`config.mk`:
```
export PLATFORM = sky130hd
export DESIGN_NAME = macd_decoder
export DESIGN_NICKNAME = d
export VERILOG_FILES = /design/src/logic/macd_pkg.sv /design/src/logic/macd_elem_codec.sv /design/src/logic/macd_decoder.sv
export SDC_FILE = /design/constraint.sdc
export NUM_CORES = 1
export LEC_CHECK = 0
export BUFFER_PORTS_ARGS = -buffer_cell sky130_fd_sc_hd__clkbuf_2
export CORE_ASPECT_RATIO = 1.25
export CORE_MARGIN = 10
export CORE_UTILIZATION = 57
export CTS_CLUSTER_DIAMETER = 30
export DETAILED_ROUTE_END_ITERATION = 10
export PLACE_DENSITY = 0.8
export RECOVER_POWER = 50
export SKIP_CTS_REPAIR_TIMING = 1
export SLEW_MARGIN = 20
export SYNTH_ARGS = -nofsm -noshare
export SYNTH_HDL_FRONTEND = slang
export SYNTH_SLANG_ARGS = --single-unit
```
`constraint.sdc`:
```
create_clock -name i_sys_clk -period 12.5 [get_ports i_sys_clk]
set_clock_uncertainty 0.1 [all_clocks]
set_input_delay 1.25 -clock i_sys_clk [delete_from_list [all_inputs] [get_ports i_sys_clk]]
set_output_delay 1.25 -clock i_sys_clk [all_outputs]
set_load 0.005 [all_outputs]
```
`src/logic/macd_pkg.sv`:
```
// shared types and constants for the memory area command decoder
package macd_pkg;
  typedef struct packed {
    logic [7:0] info_control_byte;
    logic [7:0] reserved_header_byte;
    logic [7:0] gateway_count;
    logic [7:0] dest_network;
    logic [7:0] dest_node;
    logic [7:0] dest_unit;
    logic [7:0] src_network;
    logic [7:0] src_node;
    logic [7:0] src_unit;
    logic [7:0] service_tag;
  } macd_hdr_t;

  typedef enum logic [2:0] {
    AREA_GIO = 3'b000,
    AREA_LINK = 3'b001,
    AREA_HOLD = 3'b010,
    AREA_AUX = 3'b011,
    AREA_TC_FLAG = 3'b100,
    AREA_TC_PV = 3'b101,
    AREA_DM = 3'b110,
    AREA_EM = 3'b111
  } macd_area_t;

  typedef struct packed {
    macd_area_t area;
    logic [15:0] comm_addr;
    logic [15:0] word_off;
    logic [3:0] bit_num;
    logic is_bit;
    logic [1:0] elem_bytes;
    logic [3:0] bank;
    logic [15:0] count;
    logic is_write;
  } macd_acc_t;

  // frame byte positions
  localparam int IDX_RSV = 1;
  localparam int IDX_GATEWAY_COUNT = 2;
  localparam int IDX_MRC = 10;
  localparam int IDX_SRC = 11;
  localparam int IDX_AREA = 12;
  localparam int IDX_ADDR_HI = 13;
  localparam int IDX_ADDR_LO = 14;
  localparam int IDX_BITNUM = 15;
  localparam int IDX_CNT_HI = 16;
  localparam int IDX_CNT_LO = 17;
  localparam int IDX_DATA0 = 18;
  localparam int IDX_DATA1 = 19;
  localparam int FRAME_BYTES = 20;
  localparam logic [4:0] LEN_HDR = 5'h0a;
  localparam logic [4:0] LEN_CMD = 5'h12;
  localparam logic [4:0] LEN_WR_BIT = 5'h13;
  localparam logic [4:0] LEN_WR_WORD = 5'h14;
  localparam logic [4:0] LEN_MAX = 5'h1f;

  localparam logic [7:0] RSV_VALUE = 8'h00;
  localparam logic [7:0] GATEWAY_COUNT_VALUE = 8'h02;
  localparam logic [7:0] NET_MIN = 8'h01;
  localparam logic [7:0] NET_MAX = 8'h7f;
  localparam logic [7:0] UNIT_CPU = 8'h00;
  localparam logic [7:0] UNIT_SIO_MIN = 8'h10;
  localparam logic [7:0] UNIT_SIO_MAX = 8'h1f;
  localparam logic [7:0] UNIT_COMM = 8'hfe;

  localparam logic [7:0] CMD_MEM = 8'h01;
  localparam logic [7:0] CMD_READ = 8'h01;
  localparam logic [7:0] CMD_WRITE = 8'h02;

  localparam logic [7:0] CODE_BIT = 8'h00;
  localparam logic [7:0] CODE_WORD = 8'h80;
  localparam logic [7:0] CODE_TC_FLAG = 8'h01;
  localparam logic [7:0] CODE_TC_PV = 8'h81;
  localparam logic [7:0] CODE_DM = 8'h82;
  localparam logic [7:0] CODE_EM_LO = 8'h90;
  localparam logic [7:0] CODE_EM_HI = 8'h97;
  localparam logic [7:0] CODE_EM_CUR = 8'h98;
  localparam logic [7:0] CODE_EMX_LO = 8'ha8;
  localparam logic [7:0] CODE_EMX_HI = 8'haf;
  localparam logic [3:0] EMX_FIRST_BANK = 4'h8;

  localparam logic [15:0] GIO_LAST = 16'h01ff;
  localparam logic [15:0] LINK_BASE = 16'h03e8;
  localparam logic [15:0] HOLD_BASE = 16'h0428;
  localparam logic [15:0] AUX_BASE = 16'h048c;
  localparam logic [15:0] AUX_LAST = 16'h04a7;
  localparam logic [15:0] TC_LAST = 16'h01ff;
  localparam logic [15:0] DM_LAST = 16'h270f;
  localparam logic [15:0] EM_LAST = 16'h17ff;
  localparam logic [7:0] BIT_MAX = 8'h0f;
  localparam logic [7:0] BIT_NONE = 8'h00;

  localparam logic [7:0] ELEM_OFF = 8'h00;
  localparam logic [7:0] ELEM_ON = 8'h01;
  localparam logic [1:0] BYTES_BIT = 2'h1;
  localparam logic [1:0] BYTES_WORD = 2'h2;

  localparam logic [7:0] MAIN_NORMAL = 8'h00;
  localparam logic [7:0] MAIN_NOT_EXEC = 8'h04;
  localparam logic [7:0] MAIN_ROUTING = 8'h05;
  localparam logic [7:0] MAIN_FORMAT = 8'h10;
  localparam logic [7:0] MAIN_PARAM = 8'h11;
  localparam logic [7:0] SUB_NONE = 8'h00;
  localparam logic [7:0] SUB_TABLE = 8'h01;
  localparam logic [7:0] SUB_DEST = 8'h02;
  localparam logic [7:0] SUB_SRC = 8'h03;
  localparam logic [7:0] SUB_HEADER = 8'h01;
  localparam logic [7:0] SUB_SHORT = 8'h02;
  localparam logic [7:0] SUB_AREA = 8'h01;
  localparam logic [7:0] SUB_ADDR = 8'h02;
  localparam logic [7:0] SUB_BIT = 8'h03;
  localparam logic [7:0] SUB_COUNT = 8'h04;
endpackage

```
`src/logic/macd_elem_codec.sv`:
```
// bit and word data element encode and decode
`timescale 1ns/1ps
module macd_elem_codec (
  input wire logic i_is_bit,
  input wire logic [7:0] i_wr_hi,
  input wire logic [7:0] i_wr_lo,
  input wire logic [15:0] i_rd_value,
  output logic [15:0] o_wr_value,
  output logic [15:0] o_rd_bytes,
  output logic [1:0] o_elem_bytes
);
  always_comb begin
    if (i_is_bit) begin
      // only 01 counts as on; other values read as off
      o_wr_value = {15'h0000, i_wr_hi == macd_pkg::ELEM_ON};
      o_rd_bytes = {(i_rd_value[0] ? macd_pkg::ELEM_ON
                                   : macd_pkg::ELEM_OFF),
                    8'h00};
      o_elem_bytes = macd_pkg::BYTES_BIT;
    end else begin
      o_wr_value = {i_wr_hi, i_wr_lo};
      o_rd_bytes = i_rd_value;
      o_elem_bytes = macd_pkg::BYTES_WORD;
    end
  end
endmodule

```
`src/logic/macd_decoder.sv`:
```
// memory area command frame decoder and response former
//
// Behaviour
// - area code 00 is bit access, 1 byte; 80 is word access, 2 bytes
// - link at 03E8, holding at 0428, auxiliary 048C-04A7, general 0000-01FF
// - timer/counter flags code 01 bytes, values code 81 words, 0000-01FF
// - expansion code 98 active bank, 90-97 banks 0-7, A8-AF banks 8-15
// - address is word then bit byte; bit 00-0F for area code 00, 00 for every other code
// - area offset plus area base gives the communication word address
// - bit element one byte 00 off 01 on; words are two bytes
// - response swaps source and destination, keeps tag, adds result code
// - destination network lies in 01 to 7F
// - destination node 00 is local, 1 to 127 an ethernet node
// - destination unit 00 CPU, 10-1F special units, FE comms unit
// - source fields follow the same ranges as destination fields
// - unconfigured node address table gives an error response
// - first result byte main code, 00 normal; second byte detail
`timescale 1ns/1ps
module macd_decoder #(
  parameter int ICF_RESP_BIT = 6,
  parameter int ICF_NOREPLY_BIT = 0
) (
  input wire logic i_sys_clk,
  input wire logic i_rst_n,
  input wire logic i_rx_valid,
  input wire logic [7:0] i_rx_data,
  input wire logic i_rx_last,
  output logic o_rx_ready,
  input wire logic i_table_ok,
  input wire logic [3:0] i_current_bank,
  input wire logic [15:0] i_rd_value,
  output logic o_resp_valid,
  output macd_pkg::macd_hdr_t o_resp_hdr,
  output logic [7:0] o_main_result,
  output logic [7:0] o_sub_result,
  output logic o_acc_valid,
  output macd_pkg::macd_acc_t o_acc,
  output logic [15:0] o_wr_value,
  output logic [15:0] o_rd_bytes
);
  typedef enum logic {
    ST_RECV = 1'b0,
    ST_EVAL = 1'b1
  } macd_state_t;

  logic rst_meta_reg;
  logic rst_n_sync;
  macd_state_t state_reg;
  logic [4:0] len_reg;
  logic [7:0] frame_reg [0:macd_pkg::FRAME_BYTES-1];
  macd_pkg::macd_hdr_t hdr_c;
  macd_pkg::macd_acc_t acc_c;
  logic [7:0] main_c;
  logic [7:0] sub_c;
  logic drop_c;
  logic [15:0] wr_value_c;
  logic [1:0] elem_bytes_c;

  always_ff @(posedge i_sys_clk or negedge i_rst_n) begin
    if (!i_rst_n) begin
      rst_meta_reg <= 1'b0;
      rst_n_sync <= 1'b0;
    end else begin
      rst_meta_reg <= 1'b1;
      rst_n_sync <= rst_meta_reg;
    end
  end

  assign o_rx_ready = (state_reg == ST_RECV);

  always_ff @(posedge i_sys_clk or negedge rst_n_sync) begin
    if (!rst_n_sync) begin
      state_reg <= ST_RECV;
    end else begin
      case (state_reg)
        ST_RECV: begin
          if (i_rx_valid && i_rx_last) begin
            state_reg <= ST_EVAL;
          end
        end
        ST_EVAL: begin
          state_reg <= ST_RECV;
        end
        default: begin
          state_reg <= ST_RECV;
        end
      endcase
    end
  end

  // length saturates; bytes past the buffer are counted but not kept
  always_ff @(posedge i_sys_clk or negedge rst_n_sync) begin
    if (!rst_n_sync) begin
      len_reg <= 5'h00;
      for (int i = 0; i < macd_pkg::FRAME_BYTES; i++) begin
        frame_reg[i] <= 8'h00;
      end
    end else if (state_reg == ST_EVAL) begin
      len_reg <= 5'h00;
    end else if (i_rx_valid) begin
      if (int'(len_reg) < macd_pkg::FRAME_BYTES) begin
        frame_reg[len_reg] <= i_rx_data;
      end
      if (len_reg != macd_pkg::LEN_MAX) begin
        len_reg <= len_reg + 5'h01;
      end
    end
  end

  assign hdr_c = {frame_reg[0], frame_reg[1], frame_reg[2], frame_reg[3],
                  frame_reg[4], frame_reg[5], frame_reg[6], frame_reg[7],
                  frame_reg[8], frame_reg[9]};

  function automatic logic net_ok(input logic [7:0] b);
    net_ok = (b >= macd_pkg::NET_MIN) && (b <= macd_pkg::NET_MAX);
  endfunction

  function automatic logic unit_ok(input logic [7:0] b);
    unit_ok = (b == macd_pkg::UNIT_CPU) || (b == macd_pkg::UNIT_COMM) ||
              ((b >= macd_pkg::UNIT_SIO_MIN) &&
               (b <= macd_pkg::UNIT_SIO_MAX));
  endfunction

  // area decode: code picks area and width, address picks the range
  logic [7:0] code_c;
  logic [15:0] addr_c;
  logic [15:0] base_c;
  logic [7:0] bit_lim_c;
  logic area_bad_c;
  logic addr_bad_c;
  always_comb begin
    code_c = frame_reg[macd_pkg::IDX_AREA];
    addr_c = {frame_reg[macd_pkg::IDX_ADDR_HI],
              frame_reg[macd_pkg::IDX_ADDR_LO]};
    acc_c = '0;
    base_c = 16'h0000;
    bit_lim_c = macd_pkg::BIT_NONE;
    area_bad_c = 1'b0;
    addr_bad_c = 1'b0;
    if (code_c == macd_pkg::CODE_BIT || code_c == macd_pkg::CODE_WORD) begin
      acc_c.is_bit = (code_c == macd_pkg::CODE_BIT);
      if (acc_c.is_bit) begin
        bit_lim_c = macd_pkg::BIT_MAX;
      end
      if (addr_c <= macd_pkg::GIO_LAST) begin
        acc_c.area = macd_pkg::AREA_GIO;
      end else if (addr_c >= macd_pkg::LINK_BASE &&
                   addr_c < macd_pkg::HOLD_BASE) begin
        acc_c.area = macd_pkg::AREA_LINK;
        base_c = macd_pkg::LINK_BASE;
      end else if (addr_c >= macd_pkg::HOLD_BASE &&
                   addr_c < macd_pkg::AUX_BASE) begin
        acc_c.area = macd_pkg::AREA_HOLD;
        base_c = macd_pkg::HOLD_BASE;
      end else if (addr_c >= macd_pkg::AUX_BASE &&
                   addr_c <= macd_pkg::AUX_LAST) begin
        acc_c.area = macd_pkg::AREA_AUX;
        base_c = macd_pkg::AUX_BASE;
      end else begin
        addr_bad_c = 1'b1;
      end
    end else if (code_c == macd_pkg::CODE_TC_FLAG ||
                 code_c == macd_pkg::CODE_TC_PV) begin
      acc_c.is_bit = (code_c == macd_pkg::CODE_TC_FLAG);
      acc_c.area = acc_c.is_bit ? macd_pkg::AREA_TC_FLAG
                                : macd_pkg::AREA_TC_PV;
      addr_bad_c = (addr_c > macd_pkg::TC_LAST);
    end else if (code_c == macd_pkg::CODE_DM) begin
      acc_c.area = macd_pkg::AREA_DM;
      addr_bad_c = (addr_c > macd_pkg::DM_LAST);
    end else if (code_c == macd_pkg::CODE_EM_CUR) begin
      acc_c.area = macd_pkg::AREA_EM;
      acc_c.bank = i_current_bank;
      addr_bad_c = (addr_c > macd_pkg::EM_LAST);
    end else if (code_c >= macd_pkg::CODE_EM_LO &&
                 code_c <= macd_pkg::CODE_EM_HI) begin
      acc_c.area = macd_pkg::AREA_EM;
      acc_c.bank = 4'(code_c - macd_pkg::CODE_EM_LO);
      addr_bad_c = (addr_c > macd_pkg::EM_LAST);
    end else if (code_c >= macd_pkg::CODE_EMX_LO &&
                 code_c <= macd_pkg::CODE_EMX_HI) begin
      acc_c.area = macd_pkg::AREA_EM;
      acc_c.bank = 4'(code_c - macd_pkg::CODE_EMX_LO) +
                   macd_pkg::EMX_FIRST_BANK;
      addr_bad_c = (addr_c > macd_pkg::EM_LAST);
    end else begin
      area_bad_c = 1'b1;
    end
    acc_c.comm_addr = addr_c;
    acc_c.word_off = addr_c - base_c;
    acc_c.bit_num = frame_reg[macd_pkg::IDX_BITNUM][3:0];
    acc_c.elem_bytes = elem_bytes_c;
    acc_c.count = {frame_reg[macd_pkg::IDX_CNT_HI],
                   frame_reg[macd_pkg::IDX_CNT_LO]};
    acc_c.is_write = (frame_reg[macd_pkg::IDX_SRC] == macd_pkg::CMD_WRITE);
  end

  macd_elem_codec u_codec (
    .i_is_bit(acc_c.is_bit),
    .i_wr_hi(frame_reg[macd_pkg::IDX_DATA0]),
    .i_wr_lo(frame_reg[macd_pkg::IDX_DATA1]),
    .i_rd_value(i_rd_value),
    .o_wr_value(wr_value_c),
    .o_rd_bytes(),
    .o_elem_bytes(elem_bytes_c)
  );

  // checks in priority order; the first failure names the result
  always_comb begin
    main_c = macd_pkg::MAIN_NORMAL;
    sub_c = macd_pkg::SUB_NONE;
    // too short to echo, or itself a response: nothing to answer
    drop_c = (len_reg < macd_pkg::LEN_HDR) ||
             hdr_c.info_control_byte[ICF_RESP_BIT];
    if (!i_table_ok) begin
      main_c = macd_pkg::MAIN_ROUTING;
      sub_c = macd_pkg::SUB_TABLE;
    end else if (hdr_c.reserved_header_byte != macd_pkg::RSV_VALUE ||
                 hdr_c.gateway_count != macd_pkg::GATEWAY_COUNT_VALUE) begin
      main_c = macd_pkg::MAIN_FORMAT;
      sub_c = macd_pkg::SUB_HEADER;
    end else if (!net_ok(hdr_c.dest_network) ||
                 hdr_c.dest_node > macd_pkg::NET_MAX ||
                 !unit_ok(hdr_c.dest_unit)) begin
      main_c = macd_pkg::MAIN_ROUTING;
      sub_c = macd_pkg::SUB_DEST;
    end else if (!net_ok(hdr_c.src_network) ||
                 hdr_c.src_node > macd_pkg::NET_MAX ||
                 !unit_ok(hdr_c.src_unit)) begin
      main_c = macd_pkg::MAIN_ROUTING;
      sub_c = macd_pkg::SUB_SRC;
    end else if (len_reg < macd_pkg::LEN_CMD) begin
      main_c = macd_pkg::MAIN_FORMAT;
      sub_c = macd_pkg::SUB_SHORT;
    end else if (frame_reg[macd_pkg::IDX_MRC] != macd_pkg::CMD_MEM ||
                 (frame_reg[macd_pkg::IDX_SRC] != macd_pkg::CMD_READ &&
                  frame_reg[macd_pkg::IDX_SRC] != macd_pkg::CMD_WRITE)) begin
      main_c = macd_pkg::MAIN_NOT_EXEC;
    end else if (area_bad_c) begin
      main_c = macd_pkg::MAIN_PARAM;
      sub_c = macd_pkg::SUB_AREA;
    end else if (addr_bad_c) begin
      main_c = macd_pkg::MAIN_PARAM;
      sub_c = macd_pkg::SUB_ADDR;
    end else if (frame_reg[macd_pkg::IDX_BITNUM] > bit_lim_c) begin
      main_c = macd_pkg::MAIN_PARAM;
      sub_c = macd_pkg::SUB_BIT;
    end else if (acc_c.count == 16'h0000) begin
      main_c = macd_pkg::MAIN_PARAM;
      sub_c = macd_pkg::SUB_COUNT;
    end else if (acc_c.is_write &&
                 len_reg < (acc_c.is_bit ? macd_pkg::LEN_WR_BIT
                                         : macd_pkg::LEN_WR_WORD)) begin
      main_c = macd_pkg::MAIN_FORMAT;
      sub_c = macd_pkg::SUB_SHORT;
    end
  end

  always_ff @(posedge i_sys_clk or negedge rst_n_sync) begin
    if (!rst_n_sync) begin
      o_resp_valid <= 1'b0;
      o_acc_valid <= 1'b0;
    end else begin
      o_resp_valid <= (state_reg == ST_EVAL) && !drop_c &&
                      !hdr_c.info_control_byte[ICF_NOREPLY_BIT];
      o_acc_valid <= (state_reg == ST_EVAL) && !drop_c &&
                     (main_c == macd_pkg::MAIN_NORMAL);
    end
  end

  always_ff @(posedge i_sys_clk or negedge rst_n_sync) begin
    if (!rst_n_sync) begin
      o_resp_hdr <= '0;
      o_main_result <= 8'h00;
      o_sub_result <= 8'h00;
      o_acc <= '0;
      o_wr_value <= 16'h0000;
    end else if (state_reg == ST_EVAL) begin
      o_resp_hdr <= hdr_c;
      o_resp_hdr.info_control_byte[ICF_RESP_BIT] <= 1'b1;
      o_resp_hdr.dest_network <= hdr_c.src_network;
      o_resp_hdr.dest_node <= hdr_c.src_node;
      o_resp_hdr.dest_unit <= hdr_c.src_unit;
      o_resp_hdr.src_network <= hdr_c.dest_network;
      o_resp_hdr.src_node <= hdr_c.dest_node;
      o_resp_hdr.src_unit <= hdr_c.dest_unit;
      o_main_result <= main_c;
      o_sub_result <= sub_c;
      o_acc <= acc_c;
      o_wr_value <= wr_value_c;
    end
  end

  // read data follows the last decoded access width
  always_ff @(posedge i_sys_clk or negedge rst_n_sync) begin
    if (!rst_n_sync) begin
      o_rd_bytes <= 16'h0000;
    end else begin
      o_rd_bytes <= o_acc.is_bit ? {(i_rd_value[0] ? macd_pkg::ELEM_ON
                                                   : macd_pkg::ELEM_OFF),
                                    8'h00}
                                 : i_rd_value;
    end
  end
endmodule

```
==> metrics.cfg, run 1 <==
[placement]
port_buffers = 216
place_congestion = 0.8914
dp_slack_ns = 8.326
dp_cells = 1582
placed_area_um2 = 15880
dp_hpwl_um = 23550

[cells_and_area]
drive_gt1_share_pct = 35.94
stdcell_area_um2 = 17450
syn_to_final_growth_pct = 19.51
finalCoreUtilization_pct = 69.20
layout.cells.non_filler = 1676
nFillCells = 1821
final_cell_mix = 348 x dfrtp_1, 278 x mux2_2, 130 x clkbuf_1
diodes = 0
largest_reg_flops = 116
layout_commonest_cell = dfrtp_1
nets = 1352

[detailed_routing]
wirelength_um = 35630
viasPerCell = 5.749
firstDrtPassIters = 5
drtAntennaViolNets = 0
vias = 9636
drt_iter0_drc = 483
avgRoutedWirePerCell_um = 21.26
route.detailed.drc = 0

[worst_hold_path]
hold_class = reg -> reg

[cts]
cts_buffer_depth = 3
cts_buffers = 50
clock_latency_ns = 0.55
tritoncts = built
clkTransAtPathRegs_ns = 0.05
cts_root_buffer = clkbuf_16
clock_sinks = 348
htreeDepth = 2

[floorplanning]
die_y_um = 198.9
fp-row-count = 65
die_area_um2 = 32450
ios = 227
design.core.area_um2 = 25210
initial_utilization_pct = 57.91
fp.dieW_um = 163.1

[timing]
maxSlewHeadroom_pct = -143.2
tns_ns = 0
finalWorstSetupSlack_ns = 6.672
maxSlewViolCount = 357
whs_ns = 0.2564
tightest_slew_ns = 3.647
finalHoldViolCount = 0
fmax_ghz = 0.1716
rsz0062_at_grt = false
fin_crit_ns = 5.828
setup_viol = 0
min_period_over_period_pct = 46.63

[power]
ir_worst_vdd_mv = 0.1561
power_mw = 3.873
p_comb_share_pct = 20.1
p_leak_nw = 8.326
switching_share_pct = 29.95
power_per_cell_area_nw_per_um2 = 222.0
p_sw_mw = 1.160
internal-power_mw = 2.713
seqPwrFrac_pct = 42.8
pwr-share-clk_pct = 37.1

[global_routing]
grt_pass1_vias = 10160
grt_use_total_pct = 21.87
grt_pass1_wl_um = 56700
use_met1_pct = 27.01
overflow = 0
grt-busiest-layer = met2
use_met2_pct = 37.10
antenna_found_initial = 0
grt_util_met3_pct = 5.109
grt_max_degree = 79

[synthesis]
synth_edf_count = 0
synthesis.area_um2 = 14600
synth_area_leader_cell = dfrtp_1
netlist_instances = 1081
synth-seq-cells = 348
yosys.area.top_type_share_pct = 59.65
ys_seq_area_share_pct = 59.65
synth-warning-count = 0
syn_avg_cell_area_um2 = 13.51
async_reset_ff_share_pct = 100.0
ys_types = 72
synthTopCellsByArea = dfrtp_1 60%, mux2_2 21%, ha_1 1.6%, nand2_1 1.5%, o2bb2ai_1 1.3%
yosys_most_used_dff = dfrtp_1

[run_status]
status = finished, violations left
violations = capacitance limit, slew limit

[critical_path]
worstPathRequired_ns = 12.96
worstSetupPathType = reg -> async
startpoint_type = register
worstPathArrival_ns = 6.28
worst-path-max-fanout = 72
end_kind = asynchronous set/reset pin

[job]
maxCapViolCount = 6

-- area by class of cell --
type / instances / area, µm² / area share, %
flip-flops and latches: 348 / 8708 / 49.91
multi-input cells: 662 / 5559 / 31.86
clock buffers: 61 / 1354 / 7.760
repair buffers: 222 / 963.4 / 5.522
well taps: 335 / 419.2 / 2.402
clock inverters: 33 / 386.6 / 2.216
inverters: 15 / 56.30 / 0.3227
-- worst max-delay path, cell delays in order (launching register included) --
cell and delay (ns):
dfrtp_1 1.94, clkbuf_1 2.66, buf_4 1.02
-- synthesized netlist by cell type, types with 15 or more instances --
master	count
nand2_1	57
a21oi_1	15
ha_1	19
nor2_1	40
clkbuf_1	48
o21ai_0	18
nor4_1	18
dfrtp_1	348
nand3_1	15
o2bb2ai_1	22
nor3_1	18
nor2b_1	26
mux2_2	278
-- per-layer routing --
| layer | vias up | routed length [µm] |
|---|---|---|
| met4 | 0 | 890 |
| li1 | 4311 | - |
| met3 | 70 | 2615 |
| met1 | 4932 | 14330 |
| met2 | 323 | 17800 |
| met5 | - | 0 |
-- power by group through the flow --
stage | combinational (mW) | sequential, mW | clock, mW
2_1_floorplan | 0.501 | 1.62 | 0
3_3_place_gp | 0.779 | 1.66 | 0
3_5_place_dp | 0.808 | 1.67 | 0
4_1_cts | 0.820 | 1.66 | 1.46
5_1_grt | 0.866 | 1.70 | 1.51
6_report | 0.778 | 1.66 | 1.44
-- worst paths after layout --
check / end / depth (start not counted) / from / slack [ns]
max: o_acc[30] / 2 / rst_n_sync / 6.67
min: rst_n_sync / 0 / rst_meta_reg / 0.26
max reg2reg: o_acc[30] / 2 / rst_n_sync / 6.67
min reg2reg: rst_n_sync / 0 / rst_meta_reg / 0.26
max in group i_sys_clk: o_resp_hdr[10] / 3 / state_reg / 7.14
min in group asynchronous: rst_meta_reg / 1 / i_rst_n / 0.38
-- kinds of logic after synthesis --
| kind of cell | Yosys count | synth area share [%] |
|---|---|---|
| simple gates | 235 | 8.579 |
| xor+xnor | 7 | 0.4200 |
| buf+inv | 80 | 2.502 |
| flops | 348 | 59.65 |
| compound gates | 110 | 5.520 |
| fa+ha+maj | 20 | 1.766 |
| other cells | 2 | 0.05144 |
| mux | 279 | 21.51 |
No activity file was read; power rests on OpenSTA's default activity.
==> run 2, diff against run 1 <==
- clock period: 12.5 -> 5.9 ns (I/O delays scaled with it)
==> run 2 against run 1 <==
Against the previous run:
- the flow still finishes with violations (capacitance limit, slew limit)
- largest power group unchanged
- clock power up 120%
- worst hold slack worse by 0.097 ns
- sequential cell count unchanged
- design area up 0.45%
- non-clock buffer count unchanged
- die area unchanged
- combinational power up 110%
- register-to-register slack worse by 5.4 ns
- largest cell class unchanged
- via count down 0.35%
- routed wire length up 1.4%
- cell count up 0.30%
==> metrics.cfg, run 2 (same netlist as run 1, synthesis figures left out) <==
[cells_and_area]
layout_commonest_cell = dfrtp_1  ; unchanged
diodes = 0  ; unchanged
final_cell_mix = 348 x dfrtp_1, 277 x mux2_2, 174 x clkbuf_1  ; was 348 x dfrtp_1, 278 x mux2_2, 130 x clkbuf_1
syn_to_final_growth_pct = 20.05  ; was 19.51%
largest_reg_flops = 116  ; unchanged
nFillCells = 1852  ; was 1821
nets = 1355  ; was 1352
drive_gt1_share_pct = 32.76  ; was 35.94%

[critical_path]
path_cells = inv_1 -> nand2_1 -> nor2_1 -> and2_0 -> nand2_1 -> mux2_2  ; was clkbuf_1 -> buf_4
cpMostUsedCell = nand2_1
slowest_stage = dfrtp_1  ; was clkbuf_1
crit_buf_inv = 1  ; was 2
slowest_delay_ns = 1.57  ; was 2.66 ns
startpoint_type = register  ; unchanged
worst-path-max-fanout = 47  ; was 72
worstSetupPathType = reg -> reg  ; was reg -> async
end_kind = register  ; was asynchronous set/reset pin
path_delay_family = flip-flops  ; was buffers and inverters
regToRegSetupSlack_ns = 1.27  ; was 6.67 ns
worstPathArrival_ns = 4.95  ; was 6.28 ns
worstReg2RegStart = state_reg  ; was rst_n_sync
reg2reg_to = frame_reg[84]  ; was o_acc[30]
ff2ff_path_depth = 6  ; was 2
worstPathRequired_ns = 6.22  ; was 12.96 ns

[detailed_routing]
wirelength_um = 36120  ; was 35630 µm
drt_iter0_drc = 527  ; was 483
vias = 9602  ; was 9636
avgRoutedWirePerCell_um = 21.48  ; was 21.26 µm
firstDrtPassIters = 4  ; was 5
route.detailed.drc = 0  ; unchanged
viasPerCell = 5.712  ; was 5.749
drtAntennaViolNets = 0  ; unchanged

[worst_hold_path]
min_from = i_rd_value[13]  ; was rst_meta_reg
hold-path-endpoint = o_rd_bytes[13]  ; was rst_n_sync
hold_class = in -> reg  ; was reg -> reg
holdPathStages = 2  ; was 0

[timing]
finalWorstSetupSlack_ns = 1.273  ; was 6.672 ns
fmax_ghz = 0.2161  ; was 0.1716 GHz
maxSlewHeadroom_pct = -76.45  ; was -143.2%
min_period_over_period_pct = 78.42  ; was 46.63%
tightest_slew_ns = 2.647  ; was 3.647 ns
fin_crit_ns = 4.627  ; was 5.828 ns
finalHoldViolCount = 0  ; unchanged
setup_viol = 0  ; unchanged
maxSlewViolCount = 388  ; was 357
rsz0062_at_grt = false  ; unchanged
tns_ns = 0  ; unchanged

[floorplanning]
die_y_um = 198.9  ; unchanged
fp-row-count = 65  ; unchanged
design.core.area_um2 = 25210  ; unchanged
initial_utilization_pct = 57.91  ; unchanged
die_area_um2 = 32450  ; unchanged
ios = 227  ; unchanged
fp.dieW_um = 163.1  ; unchanged

[cts]
clock_latency_ns = 0.55  ; about the same
cts_root_buffer = clkbuf_16  ; unchanged
clkTransAtPathRegs_ns = 0.05  ; about the same
cts_buffers = 53  ; was 50
tritoncts = built  ; unchanged
clock_sinks = 348  ; unchanged
cts_buffer_depth = 3  ; unchanged
htreeDepth = 2  ; unchanged

[power]
p_leak_nw = 8.227  ; was 8.326 nW
ir_worst_vdd_mv = 0.3344  ; was 0.1561 mV
power_per_cell_area_nw_per_um2 = 479.2  ; was 222.0 nW/µm²

[placement]
port_buffers = 216  ; unchanged
place_congestion = 0.8904  ; was 0.8914
dp_hpwl_um = 23600  ; was 23550 µm
dp_slack_ns = 1.739  ; was 8.326 ns

[global_routing]
grt_pass1_wl_um = 56550  ; was 56700 µm
grt_use_total_pct = 21.84  ; was 21.87%
grt_max_degree = 195  ; was 79
overflow = 0  ; unchanged
grt_pass1_vias = 10110  ; was 10160
antenna_found_initial = 0  ; unchanged

[run_status]
status = finished, violations left  ; unchanged
violations = capacitance limit, slew limit  ; unchanged

[job]
maxCapViolCount = 5  ; was 6

[run 2: changes by cell type in the layout (fill, tap and decap cells not counted), sizes merged]
cell	change
dlygate4sd3	+1
clkinv	+1
clkinvlp	+2
inv	+2
clkbuf	-3
bufinv	+2
[run 2: worst register-to-register path, cell delays in order (launching register included)]
cell     delay (ns)
dfrtp_1        1.57
inv_1          1.32
nand2_1        0.47
nor2_1         0.09
and2_0         0.23
nand2_1        0.34
mux2_2         0.40
[run 2: report_power, final]
part | switching, mW | total (mW) | internal [mW]
sequential | 0.498 | 3.52 | 3.02
combinational | 0.828 | 1.65 | 0.818
clock | 1.19 | 3.23 | 2.04
total | 2.51 | 8.40 | 5.88
[run 2: worst max path at each step]
stage               start             to  slack, ns  cells past startpoint
6_report        state_reg  frame_reg[84]       1.27                      6
2_1_floorplan  rst_n_sync      acc_c[10]       0.11                      0
3_3_place_gp    code_c[2]      o_acc[43]       1.80                     12
3_5_place_dp    code_c[5]      o_acc[43]       1.74                     12
5_1_grt        rst_n_sync      o_acc[45]       0.79                      1
4_1_cts         code_c[5]      o_acc[43]       1.67                     12
[run 2: routing by layer]
metal / part of all wire [%] / GRT usage, % / vias to the layer above
met5: 0 / 0 / -
met4: 1.8 / 5.753 / 0
met3: 6.5 / 4.964 / 51
met2: 50 / 36.63 / 282
met1: 41 / 27.94 / 4942
li1: - / - / 4327
[run 2: stage by stage]
stage          instances  power [mW]  area, µm²  util [%]  hold slack (ns)
2_1_floorplan       1090       4.489      14630         -           0.1944
3_3_place_gp        1581       5.165      15880     62.99           0.2350
3_5_place_dp        1581       5.267      15880     62.99           0.2387
4_1_cts             1680       8.532      17750     70.42          -0.2888
5_1_grt             1681       8.807      17530     69.51           0.1574
6_report            1681       8.398      17530     69.51           0.1596
[run 2: cell type report]
type / instances / area [µm²] / area share, %
clock inverter: 40 / 483.0 / 2.756
timing repair buffer: 222 / 910.9 / 5.197
sequential: 348 / 8708 / 49.69
tap: 335 / 419.2 / 2.392
multi-input combinational: 662 / 5559 / 31.72
clock buffer: 59 / 1389 / 7.925
inverter: 15 / 56.30 / 0.3213
==> run 3, diff against run 2 <==
- clock period: 5.9 -> 4.8 ns (I/O delays scaled with it)
==> run 3 against run 2 <==
Against the previous run:
- the flow still finishes with violations (capacitance limit, slew limit)
- setup slack got worse by 0.39 ns
- routed wire length is 1.0% lower
- global-route usage fell by 0.23 points
- critical path depth is 7 higher
- register-to-register slack lost 0.39 ns
- critical path type unchanged
- largest cell class unchanged
- highest routed layer is now met5
==> metrics.cfg, run 3 (same netlist as run 1, synthesis figures left out) <==
[timing]
maxSlewViolCount = 258  ; was 388
fin_crit_ns = 3.919  ; was 4.627 ns
fmax_ghz = 0.2552  ; was 0.2161 GHz
min_period_over_period_pct = 81.64  ; was 78.42%
maxSlewHeadroom_pct = -47.25  ; was -76.45%
tns_ns = 0  ; unchanged
finalHoldViolCount = 0  ; unchanged
finalWorstSetupSlack_ns = 0.8814  ; was 1.273 ns
tightest_slew_ns = 2.209  ; was 2.647 ns
setup_viol = 0  ; unchanged
rsz0062_at_grt = false  ; unchanged

[placement]
dp_hpwl_um = 23270  ; was 23600 µm
place_congestion = 0.8914  ; was 0.8904
dp_slack_ns = 0.9741  ; was 1.739 ns
port_buffers = 216  ; unchanged

[critical_path]
worstPathArrival_ns = 4.26  ; was 4.95 ns
worstPathRequired_ns = 5.14  ; was 6.22 ns
startpoint_type = register  ; unchanged
end_kind = register  ; unchanged
worst-path-max-fanout = 6  ; was 47
reg2reg_to = o_acc[39]  ; was frame_reg[84]
regToRegSetupSlack_ns = 0.88  ; was 1.27 ns
worstReg2RegStart = code_c[5]  ; was state_reg
ff2ff_path_depth = 13  ; was 6
worstSetupPathType = reg -> reg  ; unchanged

[detailed_routing]
wirelength_um = 35740  ; was 36120 µm
drtAntennaViolNets = 0  ; unchanged
viasPerCell = 5.703  ; was 5.712
firstDrtPassIters = 5  ; was 4
avgRoutedWirePerCell_um = 21.30  ; was 21.48 µm
route.detailed.drc = 0  ; unchanged
vias = 9569  ; was 9602
drt_iter0_drc = 540  ; was 527

[global_routing]
grt_max_degree = 134  ; was 195
grt_pass1_vias = 10070  ; was 10110
antenna_found_initial = 1  ; was 0
grt_use_total_pct = 21.61  ; was 21.84%
grt-busiest-layer = met2  ; unchanged
grt_pass1_wl_um = 55850  ; was 56550 µm
use_met1_pct = 26.43  ; was 27.94%
overflow = 0  ; unchanged
grt_util_met3_pct = 5.440  ; was 4.964%
use_met2_pct = 36.50  ; was 36.63%

[worst_hold_path]
holdPathStages = 2  ; unchanged
hold_class = in -> reg  ; unchanged
min_from = i_rd_value[12]  ; was i_rd_value[13]
hold-path-endpoint = o_rd_bytes[12]  ; was o_rd_bytes[13]

[power]
power_per_cell_area_nw_per_um2 = 579.6  ; was 479.2 nW/µm²
p_leak_nw = 8.186  ; was 8.227 nW
ir_worst_vdd_mv = 0.4033  ; was 0.3344 mV

[cts]
cts_buffers = 49  ; was 53
cts_root_buffer = clkbuf_16  ; unchanged
clock_latency_ns = 0.54  ; was 0.55 ns
tritoncts = built  ; unchanged
clkTransAtPathRegs_ns = 0.05  ; about the same
cts_buffer_depth = 3  ; unchanged
htreeDepth = 2  ; unchanged
clock_sinks = 348  ; unchanged

[cells_and_area]
final_cell_mix = 347 x dfrtp_1, 278 x mux2_2, 180 x clkbuf_1  ; was 348 x dfrtp_1, 277 x mux2_2, 174 x clkbuf_1
drive_gt1_share_pct = 32.19  ; was 32.76%
nets = 1354  ; was 1355
syn_to_final_growth_pct = 19.53  ; was 20.05%
nFillCells = 1889  ; was 1852
layout_commonest_cell = dfrtp_1  ; unchanged
largest_reg_flops = 116  ; unchanged
finalCoreUtilization_pct = 69.22  ; was 69.51%

[floorplanning]
die_area_um2 = 32450  ; unchanged
fp.dieW_um = 163.1  ; unchanged
ios = 227  ; unchanged
initial_utilization_pct = 57.91  ; unchanged
die_y_um = 198.9  ; unchanged
design.core.area_um2 = 25210  ; unchanged
fp-row-count = 65  ; unchanged

[run_status]
violations = capacitance limit, slew limit  ; unchanged
status = finished, violations left  ; unchanged

[job]
maxCapViolCount = 4  ; was 5

-- run 3: worst max path at each step --
stage / end / cells after the start / startpoint
final: o_acc[39] / 13 / code_c[5]
after global routing: state_reg / 1 / rst_n_sync
after CTS: o_acc[39] / 13 / code_c[2]
after detailed placement: o_acc[43] / 13 / code_c[2]
after global placement: o_acc[43] / 13 / code_c[2]
after floorplan: o_acc[43] / 12 / code_c[5]
-- run 3: critical path, cell delays in order (launching register included) --
cell	delay, ns
dfrtp_1	0.42
nor3_1	0.38
nand3_1	0.26
nor4_1	0.35
buf_4	0.19
and4b_1	0.21
a21oi_1	0.08
ha_1	0.29
nor2b_1	0.14
o31ai_1	0.36
a21oi_1	0.18
o211a_1	0.32
or3_1	0.33
a31oi_1	0.22
-- run 3: metrics by stage --
step	power, mW	hold WS [ns]	instances	instance area [µm²]
after detailed placement	6.453	0.1700	1584	15920
after CTS	10.31	-0.3946	1676	17680
after floorplan	5.516	0.08441	1090	14640
after global placement	6.346	0.1655	1584	15920
final	10.11	0.06025	1678	17450
after global routing	10.63	0.05927	1677	17450
-- run 3: power by group --
part | internal [mW] | total (mW) | leakage, nW | switching [mW]
Combinational | 1.01 | 2.02 | 2.78 | 1.01
Sequential | 3.72 | 4.30 | 4.56 | 0.587
Clock | 2.45 | 3.79 | 0.843 | 1.34
-- run 3: final cells by class --
class	instances	area [µm²]	area share, %
diodes	1	2.502	0.01434
clock buffers	62	1358	7.779
clock inverters	30	405.4	2.323
inverters	15	56.30	0.3226
multi-input cells	662	5559	31.86
flip-flops and latches	348	8712	49.92
well taps	335	419.2	2.402
repair buffers	225	938.4	5.377
-- run 3: layer usage --
metal,share of wire [%],wire (µm)
met1,41,14570
met2,50,17940
met3,6.8,2423
met4,2.2,797
met5,0.036,13
